<file path="config.mk">
export PLATFORM = sky130hd
export DESIGN_NAME = alsm_cmd
export DESIGN_NICKNAME = d
export VERILOG_FILES = /design/src/rtl/alsm_pkg.sv /design/src/rtl/alsm_store.sv /design/src/rtl/alsm_cmd.sv
export SDC_FILE = /design/constraint.sdc
export NUM_CORES = 1
export LEC_CHECK = 0
export BUFFER_PORTS_ARGS = -buffer_cell sky130_fd_sc_hd__clkbuf_2
export CAP_MARGIN = 20
export CORE_ASPECT_RATIO = 1.4
export CORE_UTILIZATION = 50
export CTS_BUF_LIST = sky130_fd_sc_hd__clkbuf_8
export DETAILED_ROUTE_END_ITERATION = 16
export PLACE_DENSITY = 0.77
export SLEW_MARGIN = 40
export SYNTH_ARGS = -nofsm -noshare
export SYNTH_HDL_FRONTEND = slang
export SYNTH_SLANG_ARGS = --single-unit
</file>
<file path="constraint.sdc">
create_clock -name mclk -period 3.65 [get_ports mclk]
set_clock_uncertainty 0.05 [all_clocks]
set_input_delay 0.365 -clock mclk [delete_from_list [all_inputs] [get_ports mclk]]
set_output_delay 0.365 -clock mclk [all_outputs]
set_load 0.01 [all_outputs]
</file>
<file path="src/rtl/alsm_pkg.sv">
package alsm_pkg;
  // ----------------------------------------
  // Command codes and payload lengths
  // ----------------------------------------
  localparam logic [7:0] CODE_AOI_LEN = 8'hAB;
  localparam logic [7:0] CODE_SHADE = 8'hC5;
  localparam logic [7:0] LEN_AOI = 8'h02;
  localparam logic [7:0] LEN_SHADE = 8'h01;
  // ----------------------------------------
  // Shading output modes
  // ----------------------------------------
  localparam logic [7:0] MODE_OFF = 8'h00;
  localparam logic [7:0] MODE_TEST = 8'h01;
  localparam logic [7:0] MODE_ON = 8'h02;
  // ----------------------------------------
  // Length limits and reset values
  // ----------------------------------------
  localparam logic [15:0] AOI_MIN = 16'h0001;
  localparam logic [15:0] AOI_MAX_1K = 16'h0400;
  localparam logic [15:0] AOI_MAX_2K = 16'h0800;
  localparam logic [15:0] AOI_RST = AOI_MAX_2K;
  localparam logic [7:0] MODE_RST = MODE_OFF;
  // ----------------------------------------
  // Interpreter states
  // ----------------------------------------
  typedef enum logic [2:0] {
    ST_IDLE = 3'b001,
    ST_DATA = 3'b010,
    ST_REPLY = 3'b100
  } alsm_state_t;
endpackage

</file>
<file path="src/rtl/alsm_store.sv">
module alsm_store #(
  parameter logic [15:0] MAX_LEN = alsm_pkg::AOI_MAX_2K
) (
  // Clock and reset
  input wire logic mclk,
  input wire logic rst,
  // Write strobes
  input wire logic wr_len_stb,
  input wire logic [15:0] wr_len,
  input wire logic wr_mode_stb,
  input wire logic [7:0] wr_mode,
  // Settings
  output logic [15:0] aoi_len_r,
  output logic [7:0] mode_r,
  output logic shade_on_r,
  output logic shade_test_r
);
  logic len_ok;
  logic mode_ok;

  // Host must keep the length in range; out of range writes are dropped
  assign len_ok = (wr_len >= alsm_pkg::AOI_MIN) && (wr_len <= MAX_LEN);
  assign mode_ok = (wr_mode == alsm_pkg::MODE_OFF) || (wr_mode == alsm_pkg::MODE_TEST) ||
                   (wr_mode == alsm_pkg::MODE_ON);

  always_ff @(posedge mclk or posedge rst) begin
    if (rst) begin
      aoi_len_r <= alsm_pkg::AOI_RST;
    end else if (wr_len_stb && len_ok) begin
      aoi_len_r <= wr_len;
    end
  end

  always_ff @(posedge mclk or posedge rst) begin
    if (rst) begin
      mode_r <= alsm_pkg::MODE_RST;
      shade_on_r <= 1'b0;
      shade_test_r <= 1'b0;
    end else if (wr_mode_stb && mode_ok) begin
      mode_r <= wr_mode;
      shade_on_r <= (wr_mode == alsm_pkg::MODE_ON);
      shade_test_r <= (wr_mode == alsm_pkg::MODE_TEST);
    end
  end
endmodule // alsm_store

</file>
<file path="src/rtl/alsm_cmd.sv">
module alsm_cmd #(
  parameter logic [15:0] MAX_LEN = alsm_pkg::AOI_MAX_2K
) (
  // Clock and reset
  input wire logic mclk,
  input wire logic rst,
  // Received frame header
  input wire logic hdr_valid,
  input wire logic [7:0] hdr_code,
  input wire logic hdr_rd,
  input wire logic [7:0] hdr_len,
  // Received payload bytes
  input wire logic dat_valid,
  input wire logic [7:0] dat_byte,
  // Response frame
  output logic rsp_hdr_valid,
  output logic [7:0] rsp_code,
  output logic rsp_rd,
  output logic [7:0] rsp_len,
  output logic rsp_dat_valid,
  output logic [7:0] rsp_dat_byte,
  output logic rsp_last,
  // Settings for the video path
  output logic [15:0] aoi_length,
  output logic [7:0] shade_mode,
  output logic shade_on,
  output logic shade_test
);
  // ----------------------------------------
  // Decode and state
  // ----------------------------------------
  alsm_pkg::alsm_state_t state_r;
  logic sel_aoi_r;
  logic cnt_r;
  logic [7:0] lo_r;
  logic wr_len_stb_r;
  logic wr_mode_stb_r;
  logic [15:0] wr_len_r;
  logic [7:0] wr_mode_r;
  logic hit_aoi;
  logic hit_shade;
  logic [15:0] wr_val;

  assign hit_aoi = (hdr_code == alsm_pkg::CODE_AOI_LEN) && (hdr_len == alsm_pkg::LEN_AOI);
  assign hit_shade = (hdr_code == alsm_pkg::CODE_SHADE) && (hdr_len == alsm_pkg::LEN_SHADE);
  assign wr_val = {dat_byte, lo_r};

  // Frames for other codes are left to their own handlers
  always_ff @(posedge mclk or posedge rst) begin
    if (rst) begin
      state_r <= alsm_pkg::ST_IDLE;
      sel_aoi_r <= 1'b0;
      cnt_r <= 1'b0;
      lo_r <= 8'h00;
    end else begin
      case (state_r)
        alsm_pkg::ST_IDLE: begin
          if (hdr_valid && (hit_aoi || hit_shade)) begin
            sel_aoi_r <= hit_aoi;
            cnt_r <= 1'b0;
            state_r <= hdr_rd ? alsm_pkg::ST_REPLY : alsm_pkg::ST_DATA;
          end
        end
        alsm_pkg::ST_DATA: begin
          // A new header abandons an unfinished write
          if (hdr_valid) begin
            state_r <= alsm_pkg::ST_IDLE;
          end else if (dat_valid) begin
            if (sel_aoi_r && !cnt_r) begin
              lo_r <= dat_byte;
              cnt_r <= 1'b1;
            end else begin
              state_r <= alsm_pkg::ST_IDLE;
            end
          end
        end
        alsm_pkg::ST_REPLY: begin
          cnt_r <= 1'b1;
          if (cnt_r || !sel_aoi_r) begin
            state_r <= alsm_pkg::ST_IDLE;
          end
        end
        default: begin
          state_r <= alsm_pkg::ST_IDLE;
        end
      endcase
    end
  end

  // ----------------------------------------
  // Write strobes
  // ----------------------------------------
  always_ff @(posedge mclk or posedge rst) begin
    if (rst) begin
      wr_len_stb_r <= 1'b0;
      wr_mode_stb_r <= 1'b0;
      wr_len_r <= 16'h0000;
      wr_mode_r <= 8'h00;
    end else begin
      wr_len_stb_r <= 1'b0;
      wr_mode_stb_r <= 1'b0;
      if (state_r == alsm_pkg::ST_DATA && !hdr_valid && dat_valid) begin
        if (sel_aoi_r && cnt_r) begin
          wr_len_stb_r <= 1'b1;
          wr_len_r <= wr_val;
        end else if (!sel_aoi_r) begin
          wr_mode_stb_r <= 1'b1;
          wr_mode_r <= dat_byte;
        end
      end
    end
  end

  // ----------------------------------------
  // Response
  // ----------------------------------------
  // Reply bytes read the live setting; no write can land during a reply
  always_ff @(posedge mclk or posedge rst) begin
    if (rst) begin
      rsp_hdr_valid <= 1'b0;
      rsp_code <= 8'h00;
      rsp_rd <= 1'b0;
      rsp_len <= 8'h00;
      rsp_dat_valid <= 1'b0;
      rsp_dat_byte <= 8'h00;
      rsp_last <= 1'b0;
    end else begin
      rsp_hdr_valid <= 1'b0;
      rsp_dat_valid <= 1'b0;
      rsp_last <= 1'b0;
      if (state_r == alsm_pkg::ST_IDLE && hdr_valid && hdr_rd && (hit_aoi || hit_shade)) begin
        rsp_hdr_valid <= 1'b1;
        rsp_code <= hdr_code;
        rsp_rd <= 1'b0;
        rsp_len <= hdr_len;
      end
      if (state_r == alsm_pkg::ST_REPLY) begin
        rsp_dat_valid <= 1'b1;
        if (!sel_aoi_r) begin
          rsp_dat_byte <= shade_mode;
          rsp_last <= 1'b1;
        end else if (!cnt_r) begin
          rsp_dat_byte <= aoi_length[7:0];
        end else begin
          rsp_dat_byte <= aoi_length[15:8];
          rsp_last <= 1'b1;
        end
      end
    end
  end

  alsm_store #(
    .MAX_LEN(MAX_LEN)
  ) u_store (
    .mclk(mclk),
    .rst(rst),
    .wr_len_stb(wr_len_stb_r),
    .wr_len(wr_len_r),
    .wr_mode_stb(wr_mode_stb_r),
    .wr_mode(wr_mode_r),
    .aoi_len_r(aoi_length),
    .mode_r(shade_mode),
    .shade_on_r(shade_on),
    .shade_test_r(shade_test)
  );
endmodule // alsm_cmd

</file>
# Word-level counts from Yosys, hierarchy flattened
# Cells that the tools add are included.
# op_classes
magnitude_cmp,2
n_eq_ne,16
mux,24
bitwise_logic,3
n_reduce_logical,28
# op_table
op,count
$mux 3,6
$eq 8x1->1 const B,2
$eq 8x2->1 const B,2
$eq 8x8->1 const B,2
$ge 16x1->1 const B,1
$le 16x12->1 const B,1
$mux 8,2
$mux 1,14
$logic_and 1x1->1,13
$ne 2x2->1 const B,5
$pmux 3 s3,1
$logic_not 8->1,1
$reduce_and 4->1,2
$ne 3x3->1 const B,2
$reduce_and 5->1,1
$logic_or 1x1->1,4
$reduce_and 2->1,2
$eq 3x1->1 const B,1
$eq 3x2->1 const B,1
$eq 3x3->1 const B,1
$logic_not 1->1,3
$not 1->1,3
$pmux 1 s3,1
$reduce_and 3->1,1
$reduce_bool 3->1,1
# word_totals
register_bits,92
in_bits,29
out_inout_bits,54
word_cells,91

# Depth between registers and ports, before layout
# depth
depth_word,6
depth_mapped,6
mapped_depth_nobuf,5

# Hierarchy
# From an unflattened synthesis, not the netlist that was laid out.
# hier_totals
cells_unflattened,287
area_unflattened_um2,3772.4
# by_module_without_submodules
mod,n_inst,cells_each,area_per_inst_um2,seq_area_each_um2
alsm_cmd,1,205,2722.6,1652.8
alsm_store,1,82,1049.8,651.9

# Worst setup path after synthesis
# No wires, ideal clock.
# synth_path
kind,input to register
startpoint,in hdr_code[6]
endpoint,reg rsp_code[1]
setup_ps,125
t_arrival_ps,1917
path_slack_ps,1558
stages,4
path_buffers,0
cell_sequence,nand4b_1 > or4b_4 > a2111oi_4 > mux2_2
# synth_between
elab_chain_len,4
# synth_lines
item,line,text
start: declaration,alsm_cmd.sv:9,"input wire logic [7:0] hdr_code,"
"$eq 8x8->1, on equally long branches","alsm_cmd.sv:44, alsm_cmd.sv:45",
"$logic_and 1x1->1, on equally long branches","alsm_cmd.sv:44, alsm_cmd.sv:45",
$logic_or 1x1->1 (*),alsm_cmd.sv:131,if (state_r == alsm_pkg::ST_IDLE && hdr_valid && hdr_rd && (hit_aoi || hit_shade)) begin
$logic_and 1x1->1 (*),alsm_cmd.sv:131,
end signal: assignment,alsm_cmd.sv:133,rsp_code <= hdr_code;
end: declaration,alsm_cmd.sv:17,"output logic [7:0] rsp_code,"
# Mark *: on every way between the ends. The rest lies on a longest branch, timed or not.
# A chain may end at the register's enable or synchronous reset.

# Worst setup path after layout
# layout_path
startpoint,reg state_r[0]
endpoint,reg rsp_code[2]
# layout_between
elab_chain_len,4
# layout_lines
item,line,text
start: declaration,alsm_cmd.sv:32,alsm_pkg::alsm_state_t state_r;
start signal: assignment,alsm_cmd.sv:51,state_r <= alsm_pkg::ST_IDLE;
start signal: assignment,alsm_cmd.sv:61,state_r <= hdr_rd ? alsm_pkg::ST_REPLY : alsm_pkg::ST_DATA;
start signal: assignment,alsm_cmd.sv:67,state_r <= alsm_pkg::ST_IDLE;
$eq 3x1->1,alsm_cmd.sv:131,
$logic_and 1x1->1 (3 in series),alsm_cmd.sv:131,
# No other way between the ends.

==> results.tsv <==
stage	metric	value	unit
setup_path	path_class	flip-flop to flip-flop	
min_path	hold_class	input pin to async pin	
finish	layout_common_cells	dfrtp_1 (90), clkbuf_2 (81), mux2_2 (52)	
synthesis	ys.warnings.count	0	
clock_tree	cts-root-buf	clkbuf_8	
finish	layout_commonest_cell	dfrtp_1	
floorplanning	coreArea	7030	um2
setup_path	endpoint_kind	flip-flop	
clock_tree	worstSkewPairLatency	0.36	ns
finish	area_growth	19.8	%
setup_path	critPathSlowestCell	dfstp_2	
floorplanning	die_h	104	um
timing	tns	0	ns
placed_design	dp_hpwl	5240	um
setup_path	critical-path-top-delay-family	simple AND/OR/NAND/NOR gates	
synthesis	synthCells	279	
synthesis	avgSynthCellArea	13.2	um2
synthesis	synthesis.nets	308	
setup_path	cp_max_fo	12	
timing	maxSlewHeadroom	47.4	%
finish	layout-drive-gt1-share	42.3	%
synthesis	synth_cell_type_count	35	
clock_tree	cts_tree	built	
clock_tree	cts-htree-levels	3	
finish	final_core_util	62.9	%
setup_path	cp.required	3.86	ns
synthesis	ys_ff_latch	92	
run_status	status	finished with violations	
setup_path	ff2ff_setup_slack	1.21	ns
placed_design	gp_congestion	0.838	
clock_tree	cts_made_buffers	9	
route	wl	7150	um
setup_path	cp_cell_sequence	nor4bb_1, nand3_1, a2111oi_4, clkbuf_4, mux2_2	
setup_path	r2r-start	state_r[0]	
timing	whs	-0.0160	ns
synthesis	netlist_top_cells_area	dfrtp_1 (61%), mux2_2 (16%), o21ai_0 (2.9%)	
route	drtIter0Drc	86	
clock_tree	cts_resized	0	
clock_tree	cts.sinks	92	
global_routing	grt_overflow_total	0	
finish	nFillCells	555	
placed_design	port_buffers	81	
clock_tree	clkTransAtPathRegs	0.08	ns
route	post-route-drc-count	0	
finish	antenna_cells	0	
synthesis	synth_area_leader_cell	dfrtp_1	
route	routed_via_density	5.25	
power	power	1.80	mW
route	dr_total_vias	2448	
clock_tree	ctsHoldBuffers	0	
setup_path	r2r_cells	5	
timing	fmax	410	MHz
clock_tree	cts.path.max_buffers	2	
timing	worstMarginPinSlew	0.786	ns
route	postRouteAntennaNets	0	
timing	setup_viol	0	
synthesis	ys_seq_area_share	62.5	%
floorplanning	die_w	74.6	um
setup_path	cpPeakStageDelay	0.55	ns
power	ir_drop	0.277	mV
floorplanning	ios	83	
global_routing	track_usage	20.4	%
global_routing	grt_pass1_vias	2401	
synthesis	yosysTopAreaCellShare	61.1	%
global_routing	grt_pass1_wl	11800	um
setup_path	crit_arrival	2.64	ns
global_routing	grt_max_degree	45	
run	drv_cap	0	
setup_path	timing.rr.end	rsp_code[2]	
clock_tree	postCtsSetupBuffers	0	
timing	grt_setup_unrepaired	no	
timing	slew_viol_final	0	
floorplanning	initial_utilization	52.5	%
power	p_leak	2.44	nW
power	p_per_area	408	nW/um2
timing	layout_min_cycle_time	2.44	ns
finish	fin_nets	395	
route	post_drt_wl_per_cell	15.3	um
synthesis	syn-cell-area	3690	um2
setup_path	start_kind	flip-flop	
global_routing	antenna_found_initial	0	
setup_path	path_buf_inv	1	
floorplanning	die_area	7720	um2
run_status	violations	hold timing	
timing	post-route-period-util	66.8	%
route	dr.pass1.iters	4	
timing	finalHoldViolations	38	
floorplanning	rows	36	
-- how the worst max path moves through the flow --
stage                     slack, ns   startpoint  cells past startpoint           to
final                          1.21   state_r[0]                      5  rsp_code[2]
after global routing           0.93   state_r[0]                      5  rsp_code[2]
after CTS                      1.08   state_r[0]                      4  rsp_code[1]
after detailed placement       1.02  hdr_code[6]                      5  rsp_code[1]
after global placement         1.12  hdr_code[6]                      5  rsp_code[1]
after floorplan                0.85          rst                      1        cnt_r
-- stage by stage --
step                      area (um2)  hold WS (ns)  worst slack [ns]  instances
final                           4420       -0.0160              1.21        466
after global routing            4420        0.0363             0.928        466
after CTS                       4410        0.0421              1.08        465
after detailed placement        4190         0.403              1.02        449
after global placement          4190         0.399              1.12        449
after floorplan                 3690         0.420             0.846        279
-- sequential cells by signal, summed over array words and instances, names as in the netlist, 3 cells and up --
register / flops
u_store.mode_r: 8
wr_len_r: 16
rsp_len: 8
state_r: 3
lo_r: 8
u_store.aoi_len_r: 16
rsp_dat_byte: 8
wr_mode_r: 8
rsp_code: 8
-- logic make-up after synthesis --
family / count (synthesis) / synth area share (%)
AOI/OAI and AO/OA: 34 / 5.80
buffers and inverters: 17 / 2.00
DFF: 92 / 62.5
muxes: 61 / 18.3
other: 1 / 0.102
and+or+nand+nor: 74 / 11.2
-- metal layers --
metal / global-route usage [%] / vias up / wire (um)
met5: 0 / - / 0
li1: - / 1162 / -
met1: 26.0 / 1208 / 3080
met3: 5.25 / 13 / 271
met4: 9.57 / 0 / 159
met2: 32.1 / 65 / 3640
-- worst register-to-register path, cell delays in order, from the launching register on --
cell       delay (ns)
dfstp_2          0.55
nor4bb_1         0.37
nand3_1          0.21
a2111oi_4        0.49
clkbuf_4         0.32
mux2_2           0.34
-- area by class of cell --
cell class | count | area (um2) | share of cell area, %
clock buffer | 10 | 138 | 3.12
clock inverter | 6 | 80.1 | 1.81
inverter | 8 | 32.5 | 0.737
multi-input combinational | 170 | 1310 | 29.6
sequential | 92 | 2300 | 52.2
tap | 95 | 119 | 2.69
timing repair buffer | 85 | 435 | 9.86
-- cell usage after synthesis, drive strengths merged --
master / instances
nor3: 4
nor4bb: 2
and3: 1
a22o: 1
nand2b: 1
nor2b: 12
o21ai: 21
nor2: 5
nand4b: 2
a21o: 1
nand2: 22
a2111oi: 1
a211oi: 1
nor4: 3
nor4b: 3
a21oi: 5
or2: 3
nor3b: 1
a22oi: 2
conb: 1
nand3: 4
inv: 8
nand4: 2
buf: 4
clkbuf: 5
a2111o: 1
a31oi: 1
dfstp: 2
or4b: 1
mux2i: 9
and2: 8
dfrtp: 90
mux2: 52
-- report_power, final --
group	internal [mW]	switching, mW	leakage, nW	total (mW)
logic	0.0156	0.0323	1.06	0.0479
registers	1.02	0.000159	1.27	1.02
clock network	0.398	0.338	0.115	0.736
No activity file was read; power rests on OpenSTA's default activity.
